[config.mk]
export PLATFORM = sky130hd
export DESIGN_NAME = irct_timers
export DESIGN_NICKNAME = d
export VERILOG_FILES = /design/src/include/irct_pkg.sv /design/src/hdl/irct_timers.sv
export SDC_FILE = /design/constraint.sdc
export NUM_CORES = 1
export LEC_CHECK = 0
export ABC_AREA = 1
export BUFFER_PORTS_ARGS = -buffer_cell sky130_fd_sc_hd__buf_4
export CAP_MARGIN = 20
export CORE_UTILIZATION = 45
export DETAILED_ROUTE_END_ITERATION = 16
export GPL_TIMING_DRIVEN = 0
export PLACE_DENSITY = 0.68
export SLEW_MARGIN = 20
export SYNTH_ARGS = -nofsm -noshare
export SYNTH_HDL_FRONTEND = slang
export SYNTH_SLANG_ARGS = --single-unit
[constraint.sdc]
create_clock -name aclk -period 3.7 [get_ports aclk]
set_input_delay 0.185 -clock aclk [delete_from_list [all_inputs] [get_ports aclk]]
set_output_delay 0.185 -clock aclk [all_outputs]
set_load 0.02 [all_outputs]
[src/include/irct_pkg.sv]
// constants, register map and state types of the infrared counter/timers
package irct_pkg;
  // bus geometry
  localparam int ADDR_W = 14;
  localparam logic [1:0] RESP_OKAY = 2'h0;
  localparam logic [1:0] RESP_SLVERR = 2'h2;
  // register indices; byte address is four times the index
  localparam logic [11:0] IDX_BYTE_CTL = 12'hd00;
  localparam logic [11:0] IDX_COMMON = 12'hd01;
  localparam logic [11:0] IDX_WORD_CTL = 12'hd02;
  localparam logic [11:0] IDX_EXT_CTL = 12'hd03;
  localparam logic [11:0] IDX_BYTE_LO_HOLD = 12'hd04;
  localparam logic [11:0] IDX_BYTE_HI_HOLD = 12'hd05;
  localparam logic [11:0] IDX_WORD_LO_HOLD = 12'hd06;
  localparam logic [11:0] IDX_WORD_HI_HOLD = 12'hd07;
  localparam logic [11:0] IDX_WORD_CAP_LO = 12'hd08;
  localparam logic [11:0] IDX_WORD_CAP_HI = 12'hd09;
  localparam logic [11:0] IDX_BYTE_CAP_LO = 12'hd0a;
  localparam logic [11:0] IDX_BYTE_CAP_HI = 12'hd0b;
  // byte and word timer control fields
  localparam int CTL_EN = 7;
  localparam int CTL_SINGLE = 6;
  localparam int CTL_TIMEOUT = 5;
  localparam int CTL_DEMOD = 4;
  localparam int CTL_CAPSTAT = 3;
  localparam int CTL_CAP_IE = 2;
  localparam int CTL_TO_IE = 1;
  localparam int CTL_PIN_EN = 0;
  // common functions fields
  localparam int CMN_SRC_SEL = 6;
  localparam int CMN_EDGE_LSB = 4;
  localparam int CMN_MODE_LSB = 2;
  localparam int CMN_BYTE_INIT = 1;
  localparam int CMN_WORD_INIT = 0;
  // extended control field
  localparam int EXT_CARRIER = 4;
  // reset values
  localparam logic [7:0] RST_CTL = 8'h00;
  localparam logic [7:0] RST_HOLD = 8'h00;
  localparam logic [7:0] RST_CAP = 8'h00;
  // timing: system clock, timer clock, glitch filter widths
  localparam int SYS_CLK_NS = 50;
  localparam int TIMER_CLK_NS = 100;
  localparam int TICK_CYC = (TIMER_CLK_NS + SYS_CLK_NS - 1) / SYS_CLK_NS;
  localparam int FILT1_NS = 100;
  localparam int FILT2_NS = 200;
  localparam int FILT3_NS = 400;
  localparam int FILT1_CYC = (FILT1_NS + SYS_CLK_NS - 1) / SYS_CLK_NS;
  localparam int FILT2_CYC = (FILT2_NS + SYS_CLK_NS - 1) / SYS_CLK_NS;
  localparam int FILT3_CYC = (FILT3_NS + SYS_CLK_NS - 1) / SYS_CLK_NS;
  // counter sequence for either timer
  typedef enum logic [1:0] {
    IRCT_IDLE = 2'b00,
    IRCT_ARMED = 2'b01,
    IRCT_RUN = 2'b11
  } irct_state_t;
endpackage : irct_pkg

[src/hdl/irct_timers.sv]
// infrared counter/timers: byte and word timers behind an AXI4-Lite slave
`timescale 1ns/1ns
module irct_timers (
  // clock and reset
  input wire logic aclk,
  input wire logic aresetn,
  // axi4-lite write address and data
  input wire logic [irct_pkg::ADDR_W-1:0] s_axi_awaddr,
  input wire logic s_axi_awvalid,
  output logic s_axi_awready,
  input wire logic [31:0] s_axi_wdata,
  input wire logic [3:0] s_axi_wstrb,
  input wire logic s_axi_wvalid,
  output logic s_axi_wready,
  // axi4-lite write response
  output logic [1:0] s_axi_bresp,
  output logic s_axi_bvalid,
  input wire logic s_axi_bready,
  // axi4-lite read
  input wire logic [irct_pkg::ADDR_W-1:0] s_axi_araddr,
  input wire logic s_axi_arvalid,
  output logic s_axi_arready,
  output logic [31:0] s_axi_rdata,
  output logic [1:0] s_axi_rresp,
  output logic s_axi_rvalid,
  input wire logic s_axi_rready,
  // timer input sources
  input wire logic primary_timer_input_pin,
  input wire logic primary_comparator_out,
  input wire logic primary_ir_amp_out,
  input wire logic alternate_timer_input_pin,
  input wire logic [1:0] port_three_mode_register,
  // timer outputs and interrupt requests
  output logic byte_timer_output,
  output logic word_timer_output,
  output logic byte_timer_pin_en,
  output logic word_timer_pin_en,
  output logic byte_timeout_irq,
  output logic byte_capture_irq,
  output logic word_timeout_irq,
  output logic word_capture_irq
);
  import irct_pkg::*;

  function automatic logic is_mapped(input logic [ADDR_W-1:0] a);
    is_mapped = (a[ADDR_W-1:2] >= IDX_BYTE_CTL) &&
                (a[ADDR_W-1:2] <= IDX_BYTE_CAP_HI);
  endfunction : is_mapped

  function automatic logic [3:0] filt_len(input logic [1:0] code);
    unique case (code)
      2'b00: filt_len = 4'h1;
      2'b01: filt_len = 4'(FILT1_CYC);
      2'b10: filt_len = 4'(FILT2_CYC);
      2'b11: filt_len = 4'(FILT3_CYC);
    endcase
  endfunction : filt_len

  logic [7:0] ctl8_r, cmn_r, ctl16_r, ext_r;
  logic [7:0] hold8l_r, hold8h_r, hold16l_r, hold16h_r;
  logic [7:0] cap8l_r, cap8h_r;
  logic [15:0] cap16_r;
  logic [1:0] edge8_r;
  logic aw_have_r, w_have_r, w_strb0_r;
  logic [ADDR_W-1:0] aw_addr_r;
  logic [7:0] wd_r;
  logic wr_go, wr_en;
  logic [11:0] widx;

  // ---------------- bus slave ----------------
  assign s_axi_awready = !aw_have_r;
  assign s_axi_wready = !w_have_r;
  assign s_axi_arready = !s_axi_rvalid;
  assign wr_go = aw_have_r && w_have_r && !s_axi_bvalid;
  assign wr_en = wr_go && w_strb0_r && is_mapped(aw_addr_r);
  assign widx = aw_addr_r[ADDR_W-1:2];

  always_ff @(posedge aclk) begin
    if (!aresetn) begin
      aw_have_r <= 1'b0;
      w_have_r <= 1'b0;
      aw_addr_r <= '0;
      wd_r <= 8'h00;
      w_strb0_r <= 1'b0;
      s_axi_bvalid <= 1'b0;
      s_axi_bresp <= RESP_OKAY;
    end else begin
      if (s_axi_awvalid && !aw_have_r) begin
        aw_have_r <= 1'b1;
        aw_addr_r <= s_axi_awaddr;
      end
      if (s_axi_wvalid && !w_have_r) begin
        w_have_r <= 1'b1;
        wd_r <= s_axi_wdata[7:0];
        w_strb0_r <= s_axi_wstrb[0];
      end
      if (wr_go) begin
        aw_have_r <= 1'b0;
        w_have_r <= 1'b0;
        s_axi_bvalid <= 1'b1;
        s_axi_bresp <= is_mapped(aw_addr_r) ? RESP_OKAY : RESP_SLVERR;
      end else if (s_axi_bready) begin
        s_axi_bvalid <= 1'b0;
      end
    end
  end

  always_ff @(posedge aclk) begin
    if (!aresetn) begin
      s_axi_rvalid <= 1'b0;
      s_axi_rdata <= 32'h0000_0000;
      s_axi_rresp <= RESP_OKAY;
    end else if (s_axi_arvalid && !s_axi_rvalid) begin
      s_axi_rvalid <= 1'b1;
      s_axi_rresp <= is_mapped(s_axi_araddr) ? RESP_OKAY : RESP_SLVERR;
      s_axi_rdata <= 32'h0000_0000;
      unique case (s_axi_araddr[ADDR_W-1:2])
        IDX_BYTE_CTL: s_axi_rdata[7:0] <= ctl8_r;
        // edge flags show in place of the initial bits during byte timer demodulation
        IDX_COMMON: s_axi_rdata[7:0] <= ctl8_r[CTL_DEMOD] ?
                      {cmn_r[7:2], edge8_r} : cmn_r;
        IDX_WORD_CTL: s_axi_rdata[7:0] <= ctl16_r;
        IDX_EXT_CTL: s_axi_rdata[7:0] <= ext_r;
        IDX_BYTE_LO_HOLD: s_axi_rdata[7:0] <= hold8l_r;
        IDX_BYTE_HI_HOLD: s_axi_rdata[7:0] <= hold8h_r;
        IDX_WORD_LO_HOLD: s_axi_rdata[7:0] <= hold16l_r;
        IDX_WORD_HI_HOLD: s_axi_rdata[7:0] <= hold16h_r;
        IDX_WORD_CAP_LO: s_axi_rdata[7:0] <= cap16_r[7:0];
        IDX_WORD_CAP_HI: s_axi_rdata[7:0] <= cap16_r[15:8];
        IDX_BYTE_CAP_LO: s_axi_rdata[7:0] <= cap8l_r;
        IDX_BYTE_CAP_HI: s_axi_rdata[7:0] <= cap8h_r;
        default: s_axi_rdata <= 32'h0000_0000;
      endcase
    end else if (s_axi_rready) begin
      s_axi_rvalid <= 1'b0;
    end
  end

  always_ff @(posedge aclk) begin
    if (!aresetn) begin
      hold8l_r <= RST_HOLD;
      hold8h_r <= RST_HOLD;
      hold16l_r <= RST_HOLD;
      hold16h_r <= RST_HOLD;
      cmn_r <= RST_CTL;
      ext_r <= RST_CTL;
    end else if (wr_en) begin
      if (widx == IDX_BYTE_LO_HOLD) hold8l_r <= wd_r;
      if (widx == IDX_BYTE_HI_HOLD) hold8h_r <= wd_r;
      if (widx == IDX_WORD_LO_HOLD) hold16l_r <= wd_r;
      if (widx == IDX_WORD_HI_HOLD) hold16h_r <= wd_r;
      if (widx == IDX_COMMON) cmn_r <= wd_r;
      if (widx == IDX_EXT_CTL) ext_r <= wd_r & 8'h10;
    end
  end

  // ---------------- input path ----------------
  logic src, flt_r, flt_d_r, evt, rise;
  logic [3:0] fcnt_r;
  logic [$clog2(TICK_CYC+1)-1:0] tcnt_r;
  logic tick;

  assign src = cmn_r[CMN_SRC_SEL] ? alternate_timer_input_pin :
               port_three_mode_register[1] ? primary_ir_amp_out :
               port_three_mode_register[0] ? primary_comparator_out :
               primary_timer_input_pin;

  // glitch filter: level must hold for the full width to pass
  always_ff @(posedge aclk) begin
    if (!aresetn) begin
      flt_r <= 1'b0;
      fcnt_r <= 4'h0;
    end else if (src == flt_r) begin
      fcnt_r <= 4'h0;
    end else if (fcnt_r + 4'h1 >= filt_len(cmn_r[CMN_MODE_LSB +: 2])) begin
      flt_r <= src;
      fcnt_r <= 4'h0;
    end else begin
      fcnt_r <= fcnt_r + 4'h1;
    end
  end

  // edge select: 00 rising, 01 falling, 1x both
  assign rise = flt_r && !flt_d_r;
  assign evt = cmn_r[CMN_EDGE_LSB + 1] ? (flt_r != flt_d_r) :
               cmn_r[CMN_EDGE_LSB] ? (!flt_r && flt_d_r) : rise;

  always_ff @(posedge aclk) begin
    if (!aresetn) begin
      flt_d_r <= 1'b0;
      tcnt_r <= '0;
    end else begin
      flt_d_r <= flt_r;
      tcnt_r <= (tcnt_r == ($bits(tcnt_r))'(TICK_CYC - 1)) ? '0 : tcnt_r + 1'b1;
    end
  end
  assign tick = (tcnt_r == ($bits(tcnt_r))'(TICK_CYC - 1));

  // ---------------- byte timer ----------------
  irct_state_t st8_r;
  logic [7:0] cnt8_r;
  logic [2:0] ecnt8_r;
  logic out8_r, ph8_r, en8_d_r, dm8, carrier, start8, term8;
  logic arm8, cap8, flag8, to8_set, stop8, wr_ctl8;

  assign dm8 = ctl8_r[CTL_DEMOD];
  assign carrier = ext_r[EXT_CARRIER];
  assign start8 = ctl8_r[CTL_EN] && !en8_d_r;
  assign term8 = tick && st8_r == IRCT_RUN && cnt8_r == 8'h01;
  // third edge starts the count under carrier mode
  assign arm8 = dm8 && st8_r == IRCT_ARMED && evt &&
                (!carrier || ecnt8_r == 3'd2);
  assign cap8 = dm8 && st8_r == IRCT_RUN && evt &&
                (!carrier || ecnt8_r < 3'd5);
  assign flag8 = cap8 && (!carrier || ecnt8_r == 3'd4);
  // repeating mode flags only every second terminal count
  assign to8_set = term8 && (dm8 || ctl8_r[CTL_SINGLE] || ph8_r);
  assign stop8 = term8 && !dm8 && ctl8_r[CTL_SINGLE];
  assign wr_ctl8 = wr_en && widx == IDX_BYTE_CTL;

  always_ff @(posedge aclk) begin
    if (!aresetn) begin
      ctl8_r <= RST_CTL;
    end else begin
      if (wr_ctl8) begin
        ctl8_r[7:6] <= wd_r[7:6];
        ctl8_r[4:0] <= wd_r[4:0];
      end
      // status set wins over a clearing write
      if (to8_set) ctl8_r[CTL_TIMEOUT] <= 1'b1;
      else if (wr_ctl8 && wd_r[CTL_TIMEOUT]) ctl8_r[CTL_TIMEOUT] <= 1'b0;
      if (stop8 && !wr_ctl8) ctl8_r[CTL_EN] <= 1'b0;
    end
  end

  always_ff @(posedge aclk) begin
    if (!aresetn) begin
      st8_r <= IRCT_IDLE;
      cnt8_r <= 8'h00;
      out8_r <= 1'b1;
      ph8_r <= 1'b0;
      ecnt8_r <= 3'd0;
      en8_d_r <= 1'b0;
    end else begin
      en8_d_r <= ctl8_r[CTL_EN];
      if (!ctl8_r[CTL_EN]) begin
        st8_r <= IRCT_IDLE;
        out8_r <= !cmn_r[CMN_BYTE_INIT];
      end else if (start8) begin
        ecnt8_r <= 3'd0;
        ph8_r <= 1'b0;
        if (dm8) begin
          st8_r <= IRCT_ARMED;
        end else begin
          st8_r <= IRCT_RUN;
          out8_r <= cmn_r[CMN_BYTE_INIT];
          cnt8_r <= cmn_r[CMN_BYTE_INIT] ? hold8h_r : hold8l_r;
        end
      end else begin
        if (evt && ecnt8_r != 3'd7) ecnt8_r <= ecnt8_r + 3'd1;
        if (arm8) begin
          st8_r <= IRCT_RUN;
          cnt8_r <= hold8l_r;
        end else if (cap8) begin
          // reload all ones after a capture
          cnt8_r <= 8'hff;
        end else if (tick && st8_r == IRCT_RUN) begin
          if (cnt8_r == 8'h00) begin
            cnt8_r <= 8'hff;
          end else if (cnt8_r == 8'h01) begin
            // demod passes through zero and wraps next tick
            cnt8_r <= 8'h00;
            if (!dm8) begin
              // toggle, then stop or reload by new level
              out8_r <= !out8_r;
              ph8_r <= !ph8_r;
              if (ctl8_r[CTL_SINGLE]) st8_r <= IRCT_IDLE;
              else cnt8_r <= out8_r ? hold8l_r : hold8h_r;
            end
          end else begin
            cnt8_r <= cnt8_r - 8'h01;
          end
        end
      end
    end
  end

  always_ff @(posedge aclk) begin
    if (!aresetn) begin
      cap8l_r <= RST_CAP;
      cap8h_r <= RST_CAP;
      edge8_r <= 2'b00;
    end else begin
      if (cap8 && rise) cap8l_r <= ~cnt8_r;
      if (cap8 && !rise) cap8h_r <= ~cnt8_r;
      // edge flags: set wins over clear
      if (flag8) edge8_r[rise ? 0 : 1] <= 1'b1;
      if (wr_en && widx == IDX_COMMON && dm8) begin
        if (!(flag8 && rise) && wd_r[0]) edge8_r[0] <= 1'b0;
        if (!(flag8 && !rise) && wd_r[1]) edge8_r[1] <= 1'b0;
      end
    end
  end

  // ---------------- word timer ----------------
  irct_state_t st16_r;
  logic [15:0] cnt16_r;
  logic out16_r, en16_d_r, dm16, start16, term16, cap16, to16_set;
  logic stop16, wr_ctl16;

  assign dm16 = ctl16_r[CTL_DEMOD];
  assign start16 = ctl16_r[CTL_EN] && !en16_d_r;
  assign term16 = tick && st16_r == IRCT_RUN && cnt16_r == 16'h0001;
  assign cap16 = dm16 && st16_r == IRCT_RUN && evt;
  assign to16_set = term16;
  assign stop16 = term16 && !dm16 && ctl16_r[CTL_SINGLE];
  assign wr_ctl16 = wr_en && widx == IDX_WORD_CTL;

  always_ff @(posedge aclk) begin
    if (!aresetn) begin
      ctl16_r <= RST_CTL;
    end else begin
      if (wr_ctl16) begin
        ctl16_r[7:6] <= wd_r[7:6];
        ctl16_r[4] <= wd_r[4];
        ctl16_r[2:0] <= wd_r[2:0];
      end
      // status set wins over a clearing write
      if (to16_set) ctl16_r[CTL_TIMEOUT] <= 1'b1;
      else if (wr_ctl16 && wd_r[CTL_TIMEOUT]) ctl16_r[CTL_TIMEOUT] <= 1'b0;
      if (cap16) ctl16_r[CTL_CAPSTAT] <= 1'b1;
      else if (wr_ctl16 && wd_r[CTL_CAPSTAT]) ctl16_r[CTL_CAPSTAT] <= 1'b0;
      if (stop16 && !wr_ctl16) ctl16_r[CTL_EN] <= 1'b0;
    end
  end

  always_ff @(posedge aclk) begin
    if (!aresetn) begin
      st16_r <= IRCT_IDLE;
      cnt16_r <= 16'h0000;
      out16_r <= 1'b1;
      en16_d_r <= 1'b0;
      cap16_r <= {RST_CAP, RST_CAP};
    end else begin
      en16_d_r <= ctl16_r[CTL_EN];
      if (cap16) cap16_r <= ~cnt16_r;
      if (!ctl16_r[CTL_EN]) begin
        st16_r <= IRCT_IDLE;
        out16_r <= !cmn_r[CMN_WORD_INIT];
      end else if (start16) begin
        st16_r <= dm16 ? IRCT_ARMED : IRCT_RUN;
        cnt16_r <= {hold16h_r, hold16l_r};
        if (!carrier) out16_r <= cmn_r[CMN_WORD_INIT];
      end else if (dm16 && st16_r == IRCT_ARMED && evt) begin
        st16_r <= IRCT_RUN;
        cnt16_r <= 16'hffff;
      end else if (cap16) begin
        cnt16_r <= 16'hffff;
      end else if (tick && st16_r == IRCT_RUN) begin
        if (cnt16_r == 16'h0000) begin
          cnt16_r <= dm16 ? 16'hffff : 16'hfffe;
        end else if (cnt16_r == 16'h0001) begin
          cnt16_r <= 16'h0000;
          if (!dm16) begin
            // carrier mode keeps the output still
            if (!carrier) out16_r <= !out16_r;
            if (ctl16_r[CTL_SINGLE]) st16_r <= IRCT_IDLE;
            else cnt16_r <= {hold16h_r, hold16l_r};
          end
        end else begin
          cnt16_r <= cnt16_r - 16'h0001;
        end
      end
    end
  end

  // ---------------- outputs ----------------
  assign byte_timer_output = out8_r;
  assign word_timer_output = cmn_r[CMN_MODE_LSB + 1] ?
                             cmn_r[CMN_MODE_LSB] : out16_r;
  assign byte_timer_pin_en = ctl8_r[CTL_PIN_EN];
  assign word_timer_pin_en = ctl16_r[CTL_PIN_EN];
  assign byte_timeout_irq = ctl8_r[CTL_TO_IE] && ctl8_r[CTL_TIMEOUT];
  assign byte_capture_irq = ctl8_r[CTL_CAP_IE] && (|edge8_r);
  assign word_timeout_irq = ctl16_r[CTL_TO_IE] && ctl16_r[CTL_TIMEOUT];
  assign word_capture_irq = ctl16_r[CTL_CAP_IE] && ctl16_r[CTL_CAPSTAT];

endmodule : irct_timers

## Word level (Yosys, flattened, before mapping)

Cells that the tools add are included.

- Register bits after elaboration: 174
- Bits in latches: 0
- Memory bits (writable): 0
- Bits in read-only memories: 0
- Input bits: 77
- Output and inout port bits: 49
- Memories: 0

- Add/sub/neg operators: 5
- Multipliers: 0
- Div/mod/pow operators: 0
- Magnitude comparators: 8
- Equal/unequal tests: 61
- Shifts and indexed selects: 0
- Multiplexer cells: 96
- Bitwise logic cells: 5
- Reduce and logical (&&, ||, !) cells: 122

Operators by type and width:

| cell | number |
|---|---|
| == test 12 bit (second input constant) | 20 |
| 2-to-1 mux 16 bit | 8 |
| case mux 8 bit (12 select lines) | 1 |
| 2-to-1 mux 8 bit | 11 |
| logical AND 1 bit | 54 |
| 2-to-1 mux 1 bit | 47 |
| 2-to-1 mux 2 bit | 23 |
| inequality test 3 bit (second input constant) | 12 |
| greater-or-equal comparator 12 bit (second input constant) | 2 |
| <= comparator 12 bit (second input constant) | 2 |
| AND reduction 2 bit | 11 |
| zero test 1 bit | 21 |
| inequality test 3 x 1 -> 1 bit (second input constant) | 6 |
| nonzero test 3 bit | 6 |
| == test 16 x 1 -> 1 bit (second input constant) | 1 |
| zero test 16 bit | 1 |
| NOT 16 bit | 1 |
| case mux 4 bit (4 select lines) | 1 |
| nonzero test 2 bit | 8 |
| subtractor 16 x 1 -> 16 bit (second input constant) | 1 |
| AND reduction 7 bit | 2 |
| AND reduction 6 bit | 2 |
| OR reduction 2 bit | 5 |
| == test 2 x 1 -> 1 bit (second input constant) | 4 |
| 32 further kinds | 47 |

## Longest topological paths before layout

- Depth after elaboration: 12
- Mapped depth: 14
- Mapped depth without buffers: 14

## Worst setup path after synthesis

OpenSTA, ideal clock, no wires.

- Kind: register to register
- Start: register flt_r
- End: register cnt8_r[0]
- Setup time: 0.064 ns
- Data arrival time: 1.701 ns
- Slack: 1.935 ns
- Stages on the path, launching flop included: 14
- Buffers on the path: 0
- Clock period less this slack: 1.765 ns
- Path through: dfxtp_1 -> inv_1 -> ha_1 -> nand2_1 -> nand2_1 -> inv_1 -> nand2_1 -> inv_2 -> nor2_1 -> nand2_2 -> nand2_2 -> nand2_1 -> nand2_1 -> nor2_1

- Cells in the longest elaborated chain, start to end: 9
- Elaborated cells on any way between the ends: 15

Ends and longest elaborated chain:

| item | RTL line | source |
|---|---|---|
| start, declared | irct_timers.sv:158 | `logic src, flt_r, flt_d_r, evt, rise;` |
| start signal, assigned | irct_timers.sv:176 | `flt_r <= src;` |
| zero test 1 bit | irct_timers.sv:186 | `cmn_r[CMN_EDGE_LSB] ? (!flt_r && flt_d_r) : rise;` |
| logical AND 1 bit | irct_timers.sv:186 |  |
| 2-to-1 mux 1 bit | irct_timers.sv:186 |  |
| 2-to-1 mux 1 bit * | irct_timers.sv:185 | `assign evt = cmn_r[CMN_EDGE_LSB + 1] ? (flt_r != flt_d_r) :` |
| logical AND 1 bit (2 in series) | irct_timers.sv:213 | `assign cap8 = dm8 && st8_r == IRCT_RUN && evt &&` |
| 2-to-1 mux 8 bit | irct_timers.sv:264 | `end else if (cap8) begin` |
| 2-to-1 mux 8 bit | irct_timers.sv:261 | `if (arm8) begin` |
| 2-to-1 mux 8 bit | irct_timers.sv:249 | `end else if (start8) begin` |
| end signal, assigned | irct_timers.sv:257 | `cnt8_r <= cmn_r[CMN_BYTE_INIT] ? hold8h_r : hold8l_r;` |
| end signal, assigned | irct_timers.sv:263 | `cnt8_r <= hold8l_r;` |
| end signal, assigned | irct_timers.sv:278 | `else cnt8_r <= out8_r ? hold8l_r : hold8h_r;` |
| end, declared | irct_timers.sv:201 | `logic [7:0] cnt8_r;` |

Every way passes the cells marked *; elsewhere a longest branch is shown, timed or not.
A chain may end at the register's enable or synchronous reset.

## Worst setup path after layout

- Start: register flt_r
- End: register cnt8_r[4]

Same word-level chain as after synthesis.

==> impl_metrics.prom <==
# TYPE chip_impl_metric gauge
chip_impl_metric{name="initial_utilization",unit=""} 0.463
chip_impl_metric{name="maxCapViolations",unit=""} 0
chip_impl_metric{name="synthesis.area",unit="µm²"} 9450
chip_impl_metric{name="fin_tns_setup",unit="ps"} 0
chip_impl_metric{name="p_int",unit="mW"} 3.00
chip_impl_metric{name="die_h",unit="µm"} 147
chip_impl_info{name="synthMostInstantiatedCell",value="sky130_fd_sc_hd__nand2_1"} 1
chip_impl_metric{name="ir_worst_vdd",unit="mV"} 0.299
chip_impl_info{name="timing_worst_setup_path_type",value="reg -> reg"} 1
chip_impl_metric{name="sequential_share_of_the_synthesized_area",unit=""} 0.360
chip_impl_metric{name="number_of_h_tree_levels",unit=""} 4
chip_impl_metric{name="n_antenna_cell",unit=""} 0
chip_impl_metric{name="timing.final.crit_share",unit=""} 0.631
chip_impl_metric{name="p_sw",unit="mW"} 1.00
chip_impl_metric{name="rows",unit=""} 52
chip_impl_metric{name="max_fo_critical_path",unit=""} 10
chip_impl_info{name="synth_top_cells_by_count",value="sky130_fd_sc_hd__nand2_1, sky130_fd_sc_hd__nor2_1, sky130_fd_sc_hd__nand3_1"} 1
chip_impl_metric{name="timing.final.setup_violations",unit=""} 0
chip_impl_metric{name="worst_hold_slack",unit="ps"} 17.1
chip_impl_metric{name="cts_buffers",unit=""} 17
chip_impl_metric{name="placement.setup.worst_slack",unit="ps"} 1180
chip_impl_metric{name="grt_overflow",unit=""} 0
chip_impl_metric{name="final.min_clock_period",unit="ps"} 2340
chip_impl_metric{name="relSlewSlack",unit=""} 0.304
chip_impl_metric{name="finalClockSkew",unit="ps"} 7.29
chip_impl_metric{name="wire_length_of_the_first_global_routing_pass",unit="µm"} 48000
chip_impl_metric{name="synthesis.instances",unit=""} 1487
chip_impl_metric{name="cp_slowest_stage_delay",unit="ps"} 370
chip_impl_metric{name="combPwrFrac",unit=""} 0.079
chip_impl_metric{name="grt_antenna_before_repair",unit=""} 0
chip_impl_info{name="synth_area_leader_cell",value="sky130_fd_sc_hd__dfxtp_1"} 1
chip_impl_metric{name="area_growth_syn_to_layout",unit="%"} 17.8
chip_impl_metric{name="viasPerCell",unit=""} 5.33
chip_impl_metric{name="fin_ws",unit="ps"} 1360
chip_impl_metric{name="power.share.switching",unit=""} 0.251
chip_impl_metric{name="antenna_violating_nets_post_route",unit=""} 0
chip_impl_metric{name="drive_above_1_share",unit=""} 0.104
chip_impl_info{name="synth-main-ff-cell",value="sky130_fd_sc_hd__dfxtp_1"} 1
chip_impl_metric{name="final_slew_violations",unit=""} 0
chip_impl_metric{name="fin_util",unit=""} 0.545
chip_impl_metric{name="first_global_vias",unit=""} 9007
chip_impl_info{name="critical_path.cell_chain",value="inv_1 -> ha_1 -> nand2_1 -> nand2_1 -> inv_1 -> nand2_1 -> inv_2 -> nor2_1 -> nand2_2 -> nand2_2 -> nand2_1 -> nand2_1 -> nor2_1"} 1
chip_impl_metric{name="fp.dieW",unit="µm"} 147
chip_impl_metric{name="track_usage",unit=""} 0.286
chip_impl_metric{name="route.detailed.wl_per_inst",unit="µm"} 16.0
chip_impl_info{name="worst_path_max_delay_cell",value="sky130_fd_sc_hd__dfxtp_1"} 1
chip_impl_metric{name="grt_start_max_net_pins",unit=""} 17
chip_impl_metric{name="dpl-instance-area",unit="µm²"} 10400
chip_impl_metric{name="clockPowerShare",unit=""} 0.453
chip_impl_metric{name="clock_transition_at_the_registers_of_the_reported_paths",unit="ps"} 70
chip_impl_metric{name="power.share.sequential",unit=""} 0.469
chip_impl_info{name="clk_root_buffer_cell",value="sky130_fd_sc_hd__clkbuf_16"} 1
chip_impl_metric{name="postSynth.asyncResetShare",unit=""} 0
chip_impl_metric{name="power_density",unit="nW/µm²"} 359
chip_impl_metric{name="dr_total_vias",unit=""} 10100
chip_impl_metric{name="syn-mean-instance-area",unit="µm²"} 6.35
chip_impl_info{name="start_kind",value="flop"} 1
chip_impl_info{name="hold_path_class",value="in -> reg"} 1
chip_impl_metric{name="clock_latency",unit="ps"} 450
chip_impl_metric{name="total_die_area",unit="µm²"} 21600
chip_impl_info{name="rsz0062_at_grt",value="no"} 1
chip_impl_metric{name="globalplace.congestion",unit=""} 0.900
chip_impl_metric{name="synthDominantCellAreaShare",unit=""} 0.360
chip_impl_info{name="synth_top_cells_by_area",value="sky130_fd_sc_hd__dfxtp_1, sky130_fd_sc_hd__nand2_1, sky130_fd_sc_hd__nor2_1, sky130_fd_sc_hd__nand3_1, sky130_fd_sc_hd__o21ai_0"} 1
chip_impl_metric{name="timing_worst_slew_pin_value",unit="ps"} 1040
chip_impl_metric{name="worst_ep_arrival_time",unit="ps"} 2720
chip_impl_info{name="timing.critical_path.to_type",value="flop"} 1
chip_impl_metric{name="hold_violations",unit=""} 0
chip_impl_metric{name="power_leakage",unit="nW"} 4.84
chip_impl_info{name="run_status",value="finished clean"} 1
chip_impl_metric{name="drt_pass1_iterations",unit=""} 5
chip_impl_info{name="cpMostUsedCell",value="sky130_fd_sc_hd__nand2_1"} 1
chip_impl_metric{name="num_io_pins",unit=""} 126
chip_impl_metric{name="worstPathBufferInverterCount",unit=""} 3
chip_impl_metric{name="synth_enable_flop_cells",unit=""} 0
chip_impl_metric{name="yosys_warnings",unit=""} 0
chip_impl_metric{name="worstPathRequired",unit="ps"} 4090
chip_impl_metric{name="synth-seq-cells",unit=""} 170
chip_impl_metric{name="finish.instance_area",unit="µm²"} 11100
chip_impl_metric{name="routed_wl",unit="µm"} 30300
chip_impl_metric{name="dr.first_iter.drc_count",unit=""} 1025
chip_impl_info{name="cell_family_with_the_largest_share_of_critical_path_delay",value="simple AND/OR/NAND/NOR gates"} 1
chip_impl_metric{name="post-route-drc-count",unit=""} 0
chip_impl_metric{name="number_of_buffers_on_the_longest_clock_path",unit=""} 2
chip_impl_metric{name="place_hpwl",unit="µm"} 22200
chip_impl_metric{name="tritoncts_sinks",unit=""} 170
chip_impl_metric{name="fin_nets",unit=""} 1709
chip_impl_metric{name="placement.io_buffers",unit=""} 68
chip_impl_metric{name="post_synth_cell_types",unit=""} 41
chip_impl_metric{name="maxClockFrequency",unit="MHz"} 428
chip_impl_metric{name="core_area",unit="µm²"} 20400
chip_impl_info{name="tritoncts",value="done"} 1
## cell type report
| type | instances | area (µm²) |
|---|---|---|
| buffer | 84 | 443 |
| timing repair buffer | 84 | 671 |
| fill | 2081 | 9300 |
| clock buffer | 22 | 464 |
| tap | 270 | 338 |
| sequential | 170 | 3400 |
| clock inverter | 10 | 116 |
| inverter | 121 | 454 |
| multi-input combinational | 1137 | 5240 |
## metal layers
layer,global-route usage,part of all wire,wire [µm],vias up
li1,-,-,-,5041
met5,0,0,0,-
met4,0.120,0.031,934,0
met3,0.0609,0.081,2470,60
met1,0.384,0.45,13500,4606
met2,0.445,0.44,13400,418
## stage by stage
stage	instances	power, mW
after CTS	1898	4.00
after detailed placement	1850	2.21
final	1898	4.00
after global routing	1898	4.11
after global placement	1850	2.21
after floorplan	1512	2.09
## worst paths after layout
| check | startpoint | to | slack [ps] | cells past startpoint |
|---|---|---|---|---|
| setup / recovery | flt_r | cnt8_r[4] | 1360 | 13 |
| hold / removal | s_axi_wvalid | w_have_r | 20 | 3 |
| setup reg to reg | flt_r | cnt8_r[4] | 1360 | 13 |
| hold reg to reg | tcnt_r[0] | tcnt_r[0] | 430 | 1 |
## state kept, by name (all words and copies together), names as in the netlist, 3 cells and up
signal       count
aw_addr_r       12
cap16_r         16
cap8h_r          8
cap8l_r          8
cmn_r            8
cnt16_r         16
cnt8_r           8
ctl16_r          8
ctl8_r           8
ecnt8_r          3
fcnt_r           4
hold16h_r        8
hold16l_r        8
hold8h_r         8
hold8l_r         8
s_axi_rdata      8
wd_r             8
## tightest hold or removal path, stage by stage
cell                      delay [ps]
sky130_fd_sc_hd__buf_4           110
sky130_fd_sc_hd__inv_1            60
sky130_fd_sc_hd__a21oi_1          60
## cells by family (layout without fill, tap and decap cells)
logic type,after synthesis,count (layout),share of synthesized area
compound gates,263,263,0.146
buf+inv,205,321,0.0949
simple gates,823,823,0.368
fa+ha+maj,17,17,0.0225
flops,170,170,0.360
other cells,1,26,0.000397
xor+xnor,8,8,0.00742
## power by group through the flow
stage | registers, mW | logic [mW] | clock network (mW)
after global routing | 1.88 | 0.342 | 1.89
after global placement | 1.92 | 0.292 | 0
after CTS | 1.87 | 0.308 | 1.81
final | 1.87 | 0.314 | 1.81
after detailed placement | 1.92 | 0.294 | 0
after floorplan | 1.92 | 0.177 | 0
## cells in the final DEF (no fill, tap or decap), types with 6 or more instances in the layout
| cell | count |
|---|---|
| sky130_fd_sc_hd__xor2_1 | 6 |
| sky130_fd_sc_hd__a21oi_1 | 118 |
| sky130_fd_sc_hd__nand3_1 | 178 |
| sky130_fd_sc_hd__dlygate4sd3_1 | 16 |
| sky130_fd_sc_hd__nor2_1 | 275 |
| sky130_fd_sc_hd__nor2_2 | 6 |
| sky130_fd_sc_hd__inv_2 | 7 |
| sky130_fd_sc_hd__clkbuf_1 | 45 |
| sky130_fd_sc_hd__conb_1 | 26 |
| sky130_fd_sc_hd__dfxtp_1 | 170 |
| sky130_fd_sc_hd__o211ai_1 | 7 |
| sky130_fd_sc_hd__clkbuf_16 | 17 |
| sky130_fd_sc_hd__o21ai_0 | 119 |
| sky130_fd_sc_hd__buf_2 | 12 |
| sky130_fd_sc_hd__inv_1 | 111 |
| sky130_fd_sc_hd__nand2_1 | 322 |
| sky130_fd_sc_hd__ha_1 | 17 |
| sky130_fd_sc_hd__nand4_1 | 12 |
| sky130_fd_sc_hd__nor3_1 | 7 |
| sky130_fd_sc_hd__buf_4 | 94 |
## timing repair
item / 4_1_cts / 5_1_grt
hold buffers: 16 / 0
buffers inserted: 0 / 0
endpoints found under the hold margin: 16 / 0
resized for setup: 0 / 0
Note: power is estimated with default switching activity, not from simulation.
